### src/drof_pkg.sv
// Package with register map, function codes and timing constants for the relay output block
package drof_pkg;

    // Register byte addresses
    localparam logic [7:0] ADDR_FUNC_SEL    = 8'h00;
    localparam logic [7:0] ADDR_CTRL        = 8'h04;
    localparam logic [7:0] ADDR_LIMIT_ONE   = 8'h08;
    localparam logic [7:0] ADDR_LIMIT_TWO   = 8'h0C;
    localparam logic [7:0] ADDR_PULSE_LEN   = 8'h10;
    localparam logic [7:0] ADDR_ROPE_LIFE   = 8'h14;
    localparam logic [7:0] ADDR_ROPE_WARN   = 8'h18;
    localparam logic [7:0] ADDR_LOAD_LIMIT  = 8'h1C;
    localparam logic [7:0] ADDR_STATUS      = 8'h20;

    // Field layout
    localparam int FUNC_FIELD_W     = 4;
    localparam int MAX_OUTPUTS      = 8;
    localparam int CTRL_CLOSED_LOOP = 0;
    localparam int STAT_ROPE_BIT    = 8;
    localparam int STAT_DECEL_BIT   = 9;
    localparam int STAT_LOAD_BIT    = 10;
    localparam int STAT_STILL_BIT   = 11;
    localparam int STAT_PULSE_BIT   = 12;

    // Function codes held per relay output
    localparam logic [3:0] FN_OFF            = 4'h0;
    localparam logic [3:0] FN_BRAKE_RELEASE  = 4'h1;
    localparam logic [3:0] FN_INV_LIMIT_ONE  = 4'h2;
    localparam logic [3:0] FN_INV_LIMIT_TWO  = 4'h3;
    localparam logic [3:0] FN_STANDSTILL     = 4'h4;
    localparam logic [3:0] FN_RECOVERY_STBY  = 4'h5;
    localparam logic [3:0] FN_ROPE_WEAR      = 4'h6;
    localparam logic [3:0] FN_DIR_PULSE      = 4'h7;
    localparam logic [3:0] FN_FULL_LOAD      = 4'h8;
    localparam logic [3:0] FN_DECEL_MONITOR  = 4'h9;
    localparam logic [3:0] FN_TORQUE_OFF     = 4'hA;
    localparam logic [3:0] FN_TORQUE_OFF_INV = 4'hB;
    localparam logic [3:0] FN_RECOVERY_READY = 4'hC;

    // Reset values
    localparam logic [31:0] FUNC_SEL_RESET  = 32'h0000_0000;
    localparam logic [15:0] PULSE_LEN_RESET = 16'h0FA0;

    // Timing
    localparam int FULL_LOAD_TIME_MS = 200;
    localparam int CLK_FREQ_HZ       = 40_000_000;
    localparam int FULL_LOAD_CYCLES  = FULL_LOAD_TIME_MS * (CLK_FREQ_HZ / 1000);

endpackage

### src/drof_relay_outputs.sv
// Relay output function logic with a classic Wishbone register slave
//
// The address map and the Wishbone slave port were left to the implementer.
`timescale 1ns/1ps

module drof_relay_outputs
    import drof_pkg::*;
#(
    parameter int NUM_OUTPUTS  = 4,
    parameter int SPEED_W      = 16,
    parameter int CURRENT_W    = 16,
    parameter int ROPE_W       = 24,
    parameter int LOAD_CYCLES  = FULL_LOAD_CYCLES
) (
    input  wire logic                   clk,
    input  wire logic                   reset_n,
    // Wishbone slave
    input  wire logic                   wb_cyc_i,
    input  wire logic                   wb_stb_i,
    input  wire logic                   wb_we_i,
    input  wire logic [7:0]             wb_adr_i,
    input  wire logic [3:0]             wb_sel_i,
    input  wire logic [31:0]            wb_dat_i,
    output logic      [31:0]            wb_dat_o,
    output logic                        wb_ack_o,
    // Drive state
    input  wire logic                   flux_ready,
    input  wire logic [SPEED_W-1:0]     actual_speed,
    input  wire logic [SPEED_W-1:0]     commanded_speed,
    input  wire logic [CURRENT_W-1:0]   motor_current,
    input  wire logic                   constant_travel,
    input  wire logic                   decelerating,
    input  wire logic                   third_travel_speed,
    input  wire logic                   control_contactor_out,
    input  wire logic                   travel_direction,
    input  wire logic                   torque_off_blocked,
    input  wire logic                   controller_enable,
    input  wire logic                   speed_request,
    input  wire logic                   direction_request,
    input  wire logic                   rope_life_tick,
    // Contacts, high when closed
    output logic [NUM_OUTPUTS-1:0]      relay_contact
);

    // Full-load timer width; the count saturates at LOAD_DONE so it never wraps
    // while the current stays high, and the flag follows one edge later
    localparam int LOAD_W = $clog2(LOAD_CYCLES + 1);
    localparam logic [LOAD_W-1:0] LOAD_DONE = LOAD_W'(LOAD_CYCLES);

    // Whole state of the block
    // Every register lives here so that one always_ff holds them all
    typedef struct packed {
        logic [31:0]                       func_sel;
        logic                              closed_loop;
        logic [SPEED_W-1:0]                limit_one;
        logic [SPEED_W-1:0]                limit_two;
        logic [15:0]                       pulse_len;
        logic [ROPE_W-1:0]                 rope_life;
        logic [ROPE_W-1:0]                 rope_warn;
        logic [CURRENT_W-1:0]              load_limit;
        logic                              rope_latched;
        logic                              standstill;
        logic                              decel_armed;
        logic                              decel_active;
        logic [LOAD_W-1:0]                 load_count;
        logic                              full_load;
        logic                              dir_seen;
        logic                              dir_prev;
        logic [15:0]                       pulse_count;
        logic [NUM_OUTPUTS-1:0]            contact;
        logic                              ack;
        logic [31:0]                       rdata;
    } drof_state_type;

    drof_state_type r;
    drof_state_type next_r;

    // Byte-lane merge of a write into a register image
    // Lanes with a clear select keep their old bytes
    function automatic logic [31:0] wb_merge(input logic [31:0] old_val,
                                             input logic [31:0] new_val,
                                             input logic [3:0]  sel);
        logic [31:0] res;
        res = old_val;
        for (int b = 0; b < 4; b++) begin
            if (sel[b]) begin
                res[b*8 +: 8] = new_val[b*8 +: 8];
            end
        end
        return res;
    endfunction

    // Condition flags handed to the per-output decoder
    typedef struct packed {
        logic brake;
        logic over_one;
        logic over_two;
        logic standstill;
        logic standby;
        logic rope;
        logic pulse;
        logic full_load;
        logic decel;
        logic sto_free;
        logic ready;
    } drof_cond_type;

    // Contact level for one function code
    // Unused and reserved codes fall to the default and keep the contact open
    function automatic logic contact_for(input logic [3:0]     code,
                                         input drof_cond_type  c);
        logic res;
        res = 1'b0;
        case (code)
            FN_BRAKE_RELEASE:  res = c.brake;
            FN_INV_LIMIT_ONE:  res = c.over_one;
            FN_INV_LIMIT_TWO:  res = c.over_two;
            FN_STANDSTILL:     res = c.standstill;
            FN_RECOVERY_STBY:  res = c.standby;
            FN_ROPE_WEAR:      res = c.rope;
            FN_DIR_PULSE:      res = c.pulse;
            FN_FULL_LOAD:      res = c.full_load;
            FN_DECEL_MONITOR:  res = c.decel;
            FN_TORQUE_OFF:     res = c.sto_free;
            FN_TORQUE_OFF_INV: res = !c.sto_free;
            FN_RECOVERY_READY: res = c.ready;
            default:           res = 1'b0;
        endcase
        return res;
    endfunction

    logic [31:0]        status_word;
    logic [SPEED_W-1:0] decel_speed;
    drof_cond_type      cond;

    // Status image and monitored speed source
    always_comb begin
        status_word = '0;
        status_word[NUM_OUTPUTS-1:0] = r.contact;
        status_word[STAT_ROPE_BIT]   = r.rope_latched;
        status_word[STAT_DECEL_BIT]  = r.decel_active;
        status_word[STAT_LOAD_BIT]   = r.full_load;
        status_word[STAT_STILL_BIT]  = r.standstill;
        status_word[STAT_PULSE_BIT]  = (r.pulse_count != '0);
        decel_speed = r.closed_loop ? actual_speed : commanded_speed;
    end

    // Next-state logic
    always_comb begin
        logic        wr;
        logic        rd;
        logic [31:0] wimg;
        wr   = 1'b0;
        rd   = 1'b0;
        wimg = '0;
        next_r       = r;
        next_r.ack   = 1'b0;
        next_r.rdata = '0;

        // Bus access, answered one cycle after the strobe
        // No new access while ack is high, so a held strobe is never answered twice in a row
        if (wb_cyc_i && wb_stb_i && !r.ack) begin
            next_r.ack = 1'b1;
            wr = wb_we_i;
            rd = !wb_we_i;
        end

        // Standstill contact: open on motion, close at zero with contactor off
        // Between the two events the flag keeps its state, so a stop with the
        // contactor still pulled in does not close the contact early
        if (actual_speed != '0) begin
            next_r.standstill = 1'b0;
        end else if (!control_contactor_out) begin
            next_r.standstill = 1'b1;
        end

        // Rope life down-counter with latched warning
        // A reload write further down wins over a latch in the same cycle; if the new
        // value is still at or under the warning level the latch sets one edge later
        if (rope_life_tick && r.rope_life != '0) begin
            next_r.rope_life = r.rope_life - ROPE_W'(1);
        end
        if (r.rope_life <= r.rope_warn) begin
            next_r.rope_latched = 1'b1;
        end

        // Full-load timer: current over limit continuously at constant speed
        // Any gap in the condition restarts the count, so short peaks never close it
        // The flag is read from the registered count and drops one edge after a gap
        if (constant_travel && motor_current > r.load_limit) begin
            if (r.load_count != LOAD_DONE) begin
                next_r.load_count = r.load_count + LOAD_W'(1);
            end
        end else begin
            next_r.load_count = '0;
        end
        next_r.full_load = (r.load_count == LOAD_DONE);

        // Deceleration monitor from the third travel speed
        // Arming is remembered so the monitor stays live for the whole deceleration,
        // even if the third-speed flag drops before the speed passes limit one
        if (decelerating && third_travel_speed) begin
            next_r.decel_armed = 1'b1;
        end
        if (decel_speed == '0) begin
            next_r.decel_armed  = 1'b0;
            next_r.decel_active = 1'b0;
        end else if (r.decel_armed && decelerating && decel_speed < r.limit_one) begin
            next_r.decel_active = 1'b1;
        end

        // Direction change pulse, one per edge of the direction level
        // dir_seen masks the first edge after reset: dir_prev starts at zero and would
        // otherwise report a change whenever the pin idles high
        // A change during a running pulse restarts it from pulse_len
        next_r.dir_seen = 1'b1;
        next_r.dir_prev = travel_direction;
        if (r.dir_seen && travel_direction != r.dir_prev) begin
            next_r.pulse_count = r.pulse_len;
        end else if (r.pulse_count != '0) begin
            next_r.pulse_count = r.pulse_count - 16'h0001;
        end

        // Register writes
        if (wr) begin
            unique case (wb_adr_i)
                ADDR_FUNC_SEL: begin
                    next_r.func_sel = wb_merge(r.func_sel, wb_dat_i, wb_sel_i);
                end
                ADDR_CTRL: begin
                    wimg = wb_merge({31'h0, r.closed_loop}, wb_dat_i, wb_sel_i);
                    next_r.closed_loop = wimg[CTRL_CLOSED_LOOP];
                end
                ADDR_LIMIT_ONE: begin
                    wimg = wb_merge(32'(r.limit_one), wb_dat_i, wb_sel_i);
                    next_r.limit_one = wimg[SPEED_W-1:0];
                end
                ADDR_LIMIT_TWO: begin
                    wimg = wb_merge(32'(r.limit_two), wb_dat_i, wb_sel_i);
                    next_r.limit_two = wimg[SPEED_W-1:0];
                end
                ADDR_PULSE_LEN: begin
                    wimg = wb_merge(32'(r.pulse_len), wb_dat_i, wb_sel_i);
                    next_r.pulse_len = wimg[15:0];
                end
                ADDR_ROPE_LIFE: begin
                    // Reloading the counter releases the latched warning
                    wimg = wb_merge(32'(r.rope_life), wb_dat_i, wb_sel_i);
                    next_r.rope_life    = wimg[ROPE_W-1:0];
                    next_r.rope_latched = 1'b0;
                end
                ADDR_ROPE_WARN: begin
                    wimg = wb_merge(32'(r.rope_warn), wb_dat_i, wb_sel_i);
                    next_r.rope_warn = wimg[ROPE_W-1:0];
                end
                ADDR_LOAD_LIMIT: begin
                    wimg = wb_merge(32'(r.load_limit), wb_dat_i, wb_sel_i);
                    next_r.load_limit = wimg[CURRENT_W-1:0];
                end
                default: begin
                end
            endcase
        end

        // Register reads; unmapped addresses read zero
        // Read data stands for the ack cycle only and is zero otherwise
        if (rd) begin
            unique case (wb_adr_i)
                ADDR_FUNC_SEL:   next_r.rdata = r.func_sel;
                ADDR_CTRL:       next_r.rdata = {31'h0, r.closed_loop};
                ADDR_LIMIT_ONE:  next_r.rdata = 32'(r.limit_one);
                ADDR_LIMIT_TWO:  next_r.rdata = 32'(r.limit_two);
                ADDR_PULSE_LEN:  next_r.rdata = 32'(r.pulse_len);
                ADDR_ROPE_LIFE:  next_r.rdata = 32'(r.rope_life);
                ADDR_ROPE_WARN:  next_r.rdata = 32'(r.rope_warn);
                ADDR_LOAD_LIMIT: next_r.rdata = 32'(r.load_limit);
                ADDR_STATUS:     next_r.rdata = status_word;
                default:         next_r.rdata = 32'h0000_0000;
            endcase
        end

        // Condition flags for the contacts
        // Input-driven flags come straight from the pins and reach the contact one edge
        // later; flags kept in the state register add one more edge
        cond.brake      = flux_ready;
        cond.over_one   = actual_speed > r.limit_one;
        cond.over_two   = actual_speed > r.limit_two;
        cond.standstill = r.standstill;
        cond.standby    = !controller_enable;
        cond.rope       = r.rope_latched;
        cond.pulse      = (r.pulse_count != '0);
        cond.full_load  = r.full_load;
        cond.decel      = r.decel_active;
        cond.sto_free   = !torque_off_blocked;
        cond.ready      = controller_enable && speed_request && direction_request;

        // One registered contact per output from its function code
        // Output i takes its code from bits 4i+3 down to 4i of the selection word
        for (int i = 0; i < NUM_OUTPUTS; i++) begin
            next_r.contact[i] = contact_for(r.func_sel[i*FUNC_FIELD_W +: FUNC_FIELD_W],
                                            cond);
        end
    end

    // State register
    // Synchronous reset; all codes return to off, so every contact opens
    always_ff @(posedge clk) begin
        if (!reset_n) begin
            r           <= '0;
            r.func_sel  <= FUNC_SEL_RESET;
            r.pulse_len <= PULSE_LEN_RESET;
        end else begin
            r <= next_r;
        end
    end

    // Outputs straight from the state register
    // No logic between flip-flop and pin, so the contacts never glitch
    assign wb_ack_o      = r.ack;
    assign wb_dat_o      = r.rdata;
    assign relay_contact = r.contact;

endmodule // drof_relay_outputs

### config.mk
export PLATFORM = sky130hd
export DESIGN_NAME = drof_relay_outputs
export DESIGN_NICKNAME = d
export VERILOG_FILES = /design/src/drof_pkg.sv /design/src/drof_relay_outputs.sv
export SDC_FILE = /design/constraint.sdc
export NUM_CORES = 1
export LEC_CHECK = 0
export BUFFER_PORTS_ARGS = -buffer_cell sky130_fd_sc_hd__buf_2
export CORE_UTILIZATION = 64
export DETAILED_ROUTE_END_ITERATION = 8
export PLACE_DENSITY = 0.86
export SLEW_MARGIN = 5
export SYNTH_ARGS = -nofsm -noshare
export SYNTH_HDL_FRONTEND = slang
export SYNTH_SLANG_ARGS = --single-unit
### constraint.sdc
create_clock -name clk -period 7.7 [get_ports clk]
set_clock_uncertainty 0.15 [all_clocks]
set_input_delay 0.385 -clock clk [delete_from_list [all_inputs] [get_ports clk]]
set_output_delay 0.385 -clock clk [all_outputs]
set_load 0.005 [all_outputs]
; Word-level counts from Yosys, hierarchy flattened
; Index checks and enable logic that the tools add are counted.
[word_totals]
ramBits = 0
input_bits = 108
reg_bits = 228
wordCells = 170
latch_bits = 0
output_inout_bits = 37
mem_bits_ro = 0
mem_count = 0
[classes]
eq_ne = 62
shifts = 0
n_reduce_logical = 40
addsub = 3
muxes = 28
bitwise = 1
n_mul = 0
div_mod_pow = 0
magnitude_cmp = 5
[ops]
columns = cell, n
row1 = $pmux 32 s9, 1
row2 = $eq 4x4->1 const B, 20
row3 = $mux 24, 3
row4 = $mux 65, 1
row5 = $eq 4x3->1 const B, 16
row6 = $mux 16, 4
row7 = $mux 8, 8
row8 = $mux 55, 1
row9 = $gt 16x16->1, 3
row10 = $pmux 1 s12, 4
row11 = $reduce_and 3->1, 16
row12 = $eq 4x2->1 const B, 8
row13 = $eq 8x5->1 const B, 4
row14 = $mux 32, 1
row15 = $reduce_bool 16->1, 2
row16 = $le 24x24->1, 1
row17 = $reduce_bool 24->1, 1
row18 = $sub 24x1->24 const B, 1
row19 = $add 23x1->23 const B, 1
row20 = $eq 23x23->1 const B, 1
row21 = $ne 23x23->1 const B, 1
row22 = $eq 4x1->1 const B, 4
row23 = $eq 8x4->1 const B, 2
row24 = $logic_not 16->1, 1
row25 = other kinds (14), 34

; Longest topological paths before layout
[logic_depth]
ltp_word = 5
ltp_mapped = 11
depth_no_buf = 9

; Worst setup path after synthesis
; OpenSTA, ideal clock, no wires.
[synth_timing]
kind = register to register
from = register r[195] in the netlist's numbering
to = register r (netlist bit cond[2])
stages_incl_launch_ff = 12
period_less_slack_ps = 2848
setup_ps = 70
n_path_buf = 2
required_ps = 7480
setup_slack_ps = 4852
arrival_time_ps = 2628
cell_sequence = dfxtp_1 > clkbuf_1 > clkbuf_1 > mux2_2 > ha_1 > a21o_1 > a21o_1 > a21oi_1 > nor2_1 > a2111oi_0 > o21ai_0 > a21oi_1
[synth_between]
elab_chain_cells = 3
elab_cells_between_ends = 5
cone_classes = order compare (1) / mux (1) / reduce/logical (3)
[synth_rtl]
columns = element, line_no
row1 = from (decl), drof_relay_outputs.sv:75  ; drof_state_type r;
row2 = from (signal assigned), drof_relay_outputs.sv:313  ; r <= next_r;
row3 = $mux 16 *, drof_relay_outputs.sv:145  ; decel_speed = r.closed_loop ? actual_speed : commanded_speed;
row4 = $lt 16x16->1 or $logic_not 16->1 (tied branches), "drof_relay_outputs.sv:208, drof_relay_outputs.sv:205"
row5 = $logic_and 1x1->1 or $reduce_or 2->1 (tied branches), -
; Mark *: on every way between the ends. The rest lies on a longest branch, timed or not.
; A chain may end at the register's enable or synchronous reset.

; Worst setup path in the final report
[layout_timing]
from = register r (netlist bit wb_ack_o)
to = register r[138] in the netlist's numbering
[layout_between]
elab_chain_cells = 4
elab_cells_between_ends = 5
cone_classes = eq/ne (1) / mux (2) / reduce/logical (2)
[layout_rtl]
columns = element, line_no
row1 = $logic_not 1->1 *, drof_relay_outputs.sv:162  ; if (wb_cyc_i && wb_stb_i && !r.ack) begin
row2 = $logic_and 1x1->1 *, drof_relay_outputs.sv:162
row3 = $mux 1 *, drof_relay_outputs.sv:162
row4 = $ne 3x3->1 (no source line) or $mux 65 (tied branches), -
; Marks and branches as above.

==> impl_table.tex <==
\begin{tabular}{lr}
\hline
Metric & Value \\
\hline
\multicolumn{2}{l}{\textbf{Run status}} \\
Outcome & finished clean \\
\multicolumn{2}{l}{\textbf{Placed design}} \\
Total placed instance area & 0.0134 mm² \\
Routability-driven placement congestion ratio & 0.998 \\
Worst-case setup slack after placement & 4.26 ns \\
IO Port Bufs & 144 \\
Half-perimeter wire length of the detailed placement result & 28.0 mm \\
\multicolumn{2}{l}{\textbf{Synthesis}} \\
Syn Nets & 1823 \\
Post-synth top area share & 0.354 \\
Post-synth top flop & sky130\_fd\_sc\_hd\_\_dfxtp\_1 \\
Cell area after synthesis & 0.0129 mm² \\
Post-synthesis cell type with the largest combined area & sky130\_fd\_sc\_hd\_\_dfxtp\_1 \\
Post-synthesis cell type count & 64 \\
Area contributors post-synth & sky130\_fd\_sc\_hd\_\_dfxtp\_1 35\%, sky130\_fd\_sc\_hd\_\_ha\_1 8.9\%, sky130\_fd\_sc\_hd\_\_nand2\_1 6.2\%, sky130\_fd\_sc\_hd\_\_a21oi\_1 6.2\%, sky130\_fd\_sc\_hd\_\_nand3\_1 5.1\% \\
Number of flops mapped to enable cells by yosys & 0 \\
Cell count after synthesis & 1623 \\
Synthesis warning total & 0 \\
Flip-flop and latch count after synthesis & 228 \\
Async set-reset flop share out of synthesis & 0 \\
Portion of the post-synthesis area used by sequential elements & 0.354 \\
Average footprint of a synthesized cell & 7.94 µm² \\
\multicolumn{2}{l}{\textbf{Finish}} \\
Core utilization of the finished layout & 0.731 \\
Filler Cells Inserted & 1518 \\
Layout cell share with drive strength beyond 1 & 0.133 \\
Cell area after layout & 0.0143 mm² \\
Final layout net count & 1890 \\
Synth-to-layout area growth & 11.1\% \\
\multicolumn{2}{l}{\textbf{Global route}} \\
Total global routing overflow & 0 \\
Maximum number of pins on one net before global-route repair & 92 \\
Wire length of the first global-routing pass & 60.0 mm \\
Total track usage & 0.374 \\
Number of antenna violations at the first check in global routing & 5 \\
Number of global-route vias before repair & 11600 \\
\multicolumn{2}{l}{\textbf{Clock network}} \\
Number of clock sinks & 228 \\
Number of buffers inserted for hold repair after clock tree synthesis & 13 \\
Number of buffers added for setup after CTS & 0 \\
Worst-path clk slew & 0.06 ns \\
Clock tree from TritonCTS & built \\
Clock root cell & sky130\_fd\_sc\_hd\_\_clkbuf\_16 \\
Maximum count of clock buffers along a single path & 3 \\
Num CTS Buffers & 24 \\
Insertion delay to the later sink of the worst-skew pair & 0.53 ns \\
Quantity of gates resized following cts & 0 \\
Max H-tree Level & 1 \\
\multicolumn{2}{l}{\textbf{Timing}} \\
Setup-failing EPs final & 0 \\
Slew HR & 0.183 \\
Setup repair after global routing missed its margin & false \\
Total Negative Setup Slacks & 0 ns \\
Final period util & 0.436 \\
Timing-limited maximum frequency & 298 MHz \\
Worst-margin pin slew & 1.21 ns \\
Final hold violations & 0 \\
Total count of max-transition violations in the final report & 0 \\
Final period demand of the worst path & 3.36 ns \\
Worst Setup Slack, final & 4.34 ns \\
\multicolumn{2}{l}{\textbf{Pwr}} \\
Lkg Pwr & 5.29 nW \\
Maximum vdd drop & 209 µV \\
Power per unit of standard cell area & 239 mW/mm² \\
Total power & 0.00343 W \\
\multicolumn{2}{l}{\textbf{Critical path}} \\
Critical path's largest stage delay & 0.71 ns \\
Crit-path cells & and4b\_1 > and3\_1 > a31oi\_1 > nand2\_1 > or4\_1 > o311ai\_1 > a31oi\_1 \\
Kind of start point of the critical path & flop \\
Worst reg2reg path depth & 7 \\
Worst-path maximum fanout & 15 \\
Critical path startpoint & wb\_ack\_o \\
Startpoint-to-endpoint class of the critical path & flop to flop \\
Destination of the worst register-to-register timing path & r[138] \\
Critical path data arrival time & 3.57 ns \\
Worst reg2reg setup slack & 4.34 ns \\
Worst Setup EP & r[138] \\
Critical Path Sink Type & flop \\
Dominant cell type by count on the critical path & sky130\_fd\_sc\_hd\_\_a31oi\_1 \\
Start of the worst register-to-register path & wb\_ack\_o \\
Crit path required time & 7.91 ns \\
Worst path slowest cell & sky130\_fd\_sc\_hd\_\_a31oi\_1 \\
\multicolumn{2}{l}{\textbf{Worst hold path}} \\
Type of the tightest min-delay check & input port to flop \\
Number of stages on the worst hold path & 3 \\
\multicolumn{2}{l}{\textbf{Floorplanning}} \\
Chip height & 144 µm \\
Row cnt & 51 \\
CORE AREA & 0.0196 mm² \\
Total I/O pin count & 145 \\
Effective utilization at floorplan & 0.658 \\
Die area & 0.0207 mm² \\
Die width & 144 µm \\
\multicolumn{2}{l}{\textbf{Route}} \\
Avg WL per Cell & 20.0 µm \\
DRT Wirelength & 39.4 mm \\
Starting DRC count in detailed routing & 1672 \\
Per-cell via count in the routed design & 6.47 \\
Antenna viol nets, final & 0 \\
Iteration count of the initial detailed-routing pass & 8 \\
Via Count & 12800 \\
Total DRC errors in the routed layout & 0 \\
\multicolumn{2}{l}{\textbf{Job}} \\
Max\_cap viols & 0 \\
\hline
\end{tabular}
-- registers in the layout, summed over array words and instances, names as in the netlist --
signal	flops
wb_dat_o	32
r	187
wb_ack_o	1
relay_contact	4
cond	4
-- critical path: cells and delay by family (launching register included) --
kind / cells / cell delay (ns)
simple gates: 4 / 1.64
compound gates: 3 / 1.06
flops: 1 / 0.34
-- per-layer routing --
metal | track usage | vias up | wire length, µm
met3 | 0.0930 | 157 | 4920
met2 | 0.564 | 784 | 16800
met4 | 0.175 | 0 | 1880
met1 | 0.498 | 5893 | 15800
met5 | 0 | - | 0
li1 | - | 5935 | -
-- cell usage in the layout, fill, tap and decap left out, drive strengths merged, types with 40 or more instances in the layout --
cell type,count
dfxtp,228
nand2,214
a21oi,160
buf,153
nand3,131
nor2,117
ha,92
inv,86
a22oi,40
o21ai,40
-- stage by stage --
step,hold slack [ns],instances
3_5_place_dp,0.293,1916
3_3_place_gp,0.284,1916
6_report,0.00952,1973
2_1_floorplan,0.263,1623
5_1_grt,0.00882,1972
4_1_cts,0.0000245,1968
-- area by class of cell --
cell class / instances / area (µm²) / share of cell area
multi-input combinational: 1184 / 7390 / 0.516
sequential: 228 / 4560 / 0.319
timing repair buffer: 166 / 918 / 0.0641
clock buffer: 29 / 641 / 0.0447
tap: 265 / 332 / 0.0232
inverter: 86 / 325 / 0.0227
clock inverter: 10 / 134 / 0.00935
antenna: 5 / 12.5 / 0.000874
-- cells by family after synthesis --
| family | Yosys count | synth area share |
|---|---|---|
| xor+xnor | 33 | 0.0224 |
| buf+inv | 211 | 0.0736 |
| flops | 228 | 0.354 |
| simple gates | 636 | 0.237 |
| compound gates | 371 | 0.180 |
| mux | 52 | 0.0432 |
| fa+ha+maj | 92 | 0.0894 |
-- how the worst min path moves through the flow --
| stage | to | startpoint | slack (ns) |
|---|---|---|---|
| 3_3_place_gp | wb_dat_o[26] | r[222] | 0.28 |
| 4_1_cts | r[219] | wb_dat_i[23] | 0.00002 |
| 6_report | r[122] | wb_dat_i[23] | 0.01 |
| 5_1_grt | r[226] | wb_dat_i[30] | 0.009 |
| 2_1_floorplan | r[54] | reset_n | 0.26 |
| 3_5_place_dp | wb_dat_o[24] | r[220] | 0.29 |
-- Yosys cell counts (31+ instances only) --
cell type                    n
sky130_fd_sc_hd__dfxtp_1   228
sky130_fd_sc_hd__nand2_1   214
sky130_fd_sc_hd__a21oi_1   160
sky130_fd_sc_hd__nand3_1   131
sky130_fd_sc_hd__nor2_1    117
sky130_fd_sc_hd__ha_1       92
sky130_fd_sc_hd__inv_1      86
sky130_fd_sc_hd__clkbuf_1   81
sky130_fd_sc_hd__a22oi_1    40
sky130_fd_sc_hd__o21ai_0    37
sky130_fd_sc_hd__buf_4      36
sky130_fd_sc_hd__a31oi_1    32
sky130_fd_sc_hd__mux2i_1    32
sky130_fd_sc_hd__nor3_1     31
-- where the power goes --
group	switching, W	total, W	leakage, nW	internal [W]
clock	0.000479	0.00117	0.375	0.000689
combinational	0.000517	0.000878	3.07	0.000361
sequential	0.000127	0.00138	1.84	0.00125
Note: power is estimated with default switching activity, not from simulation.
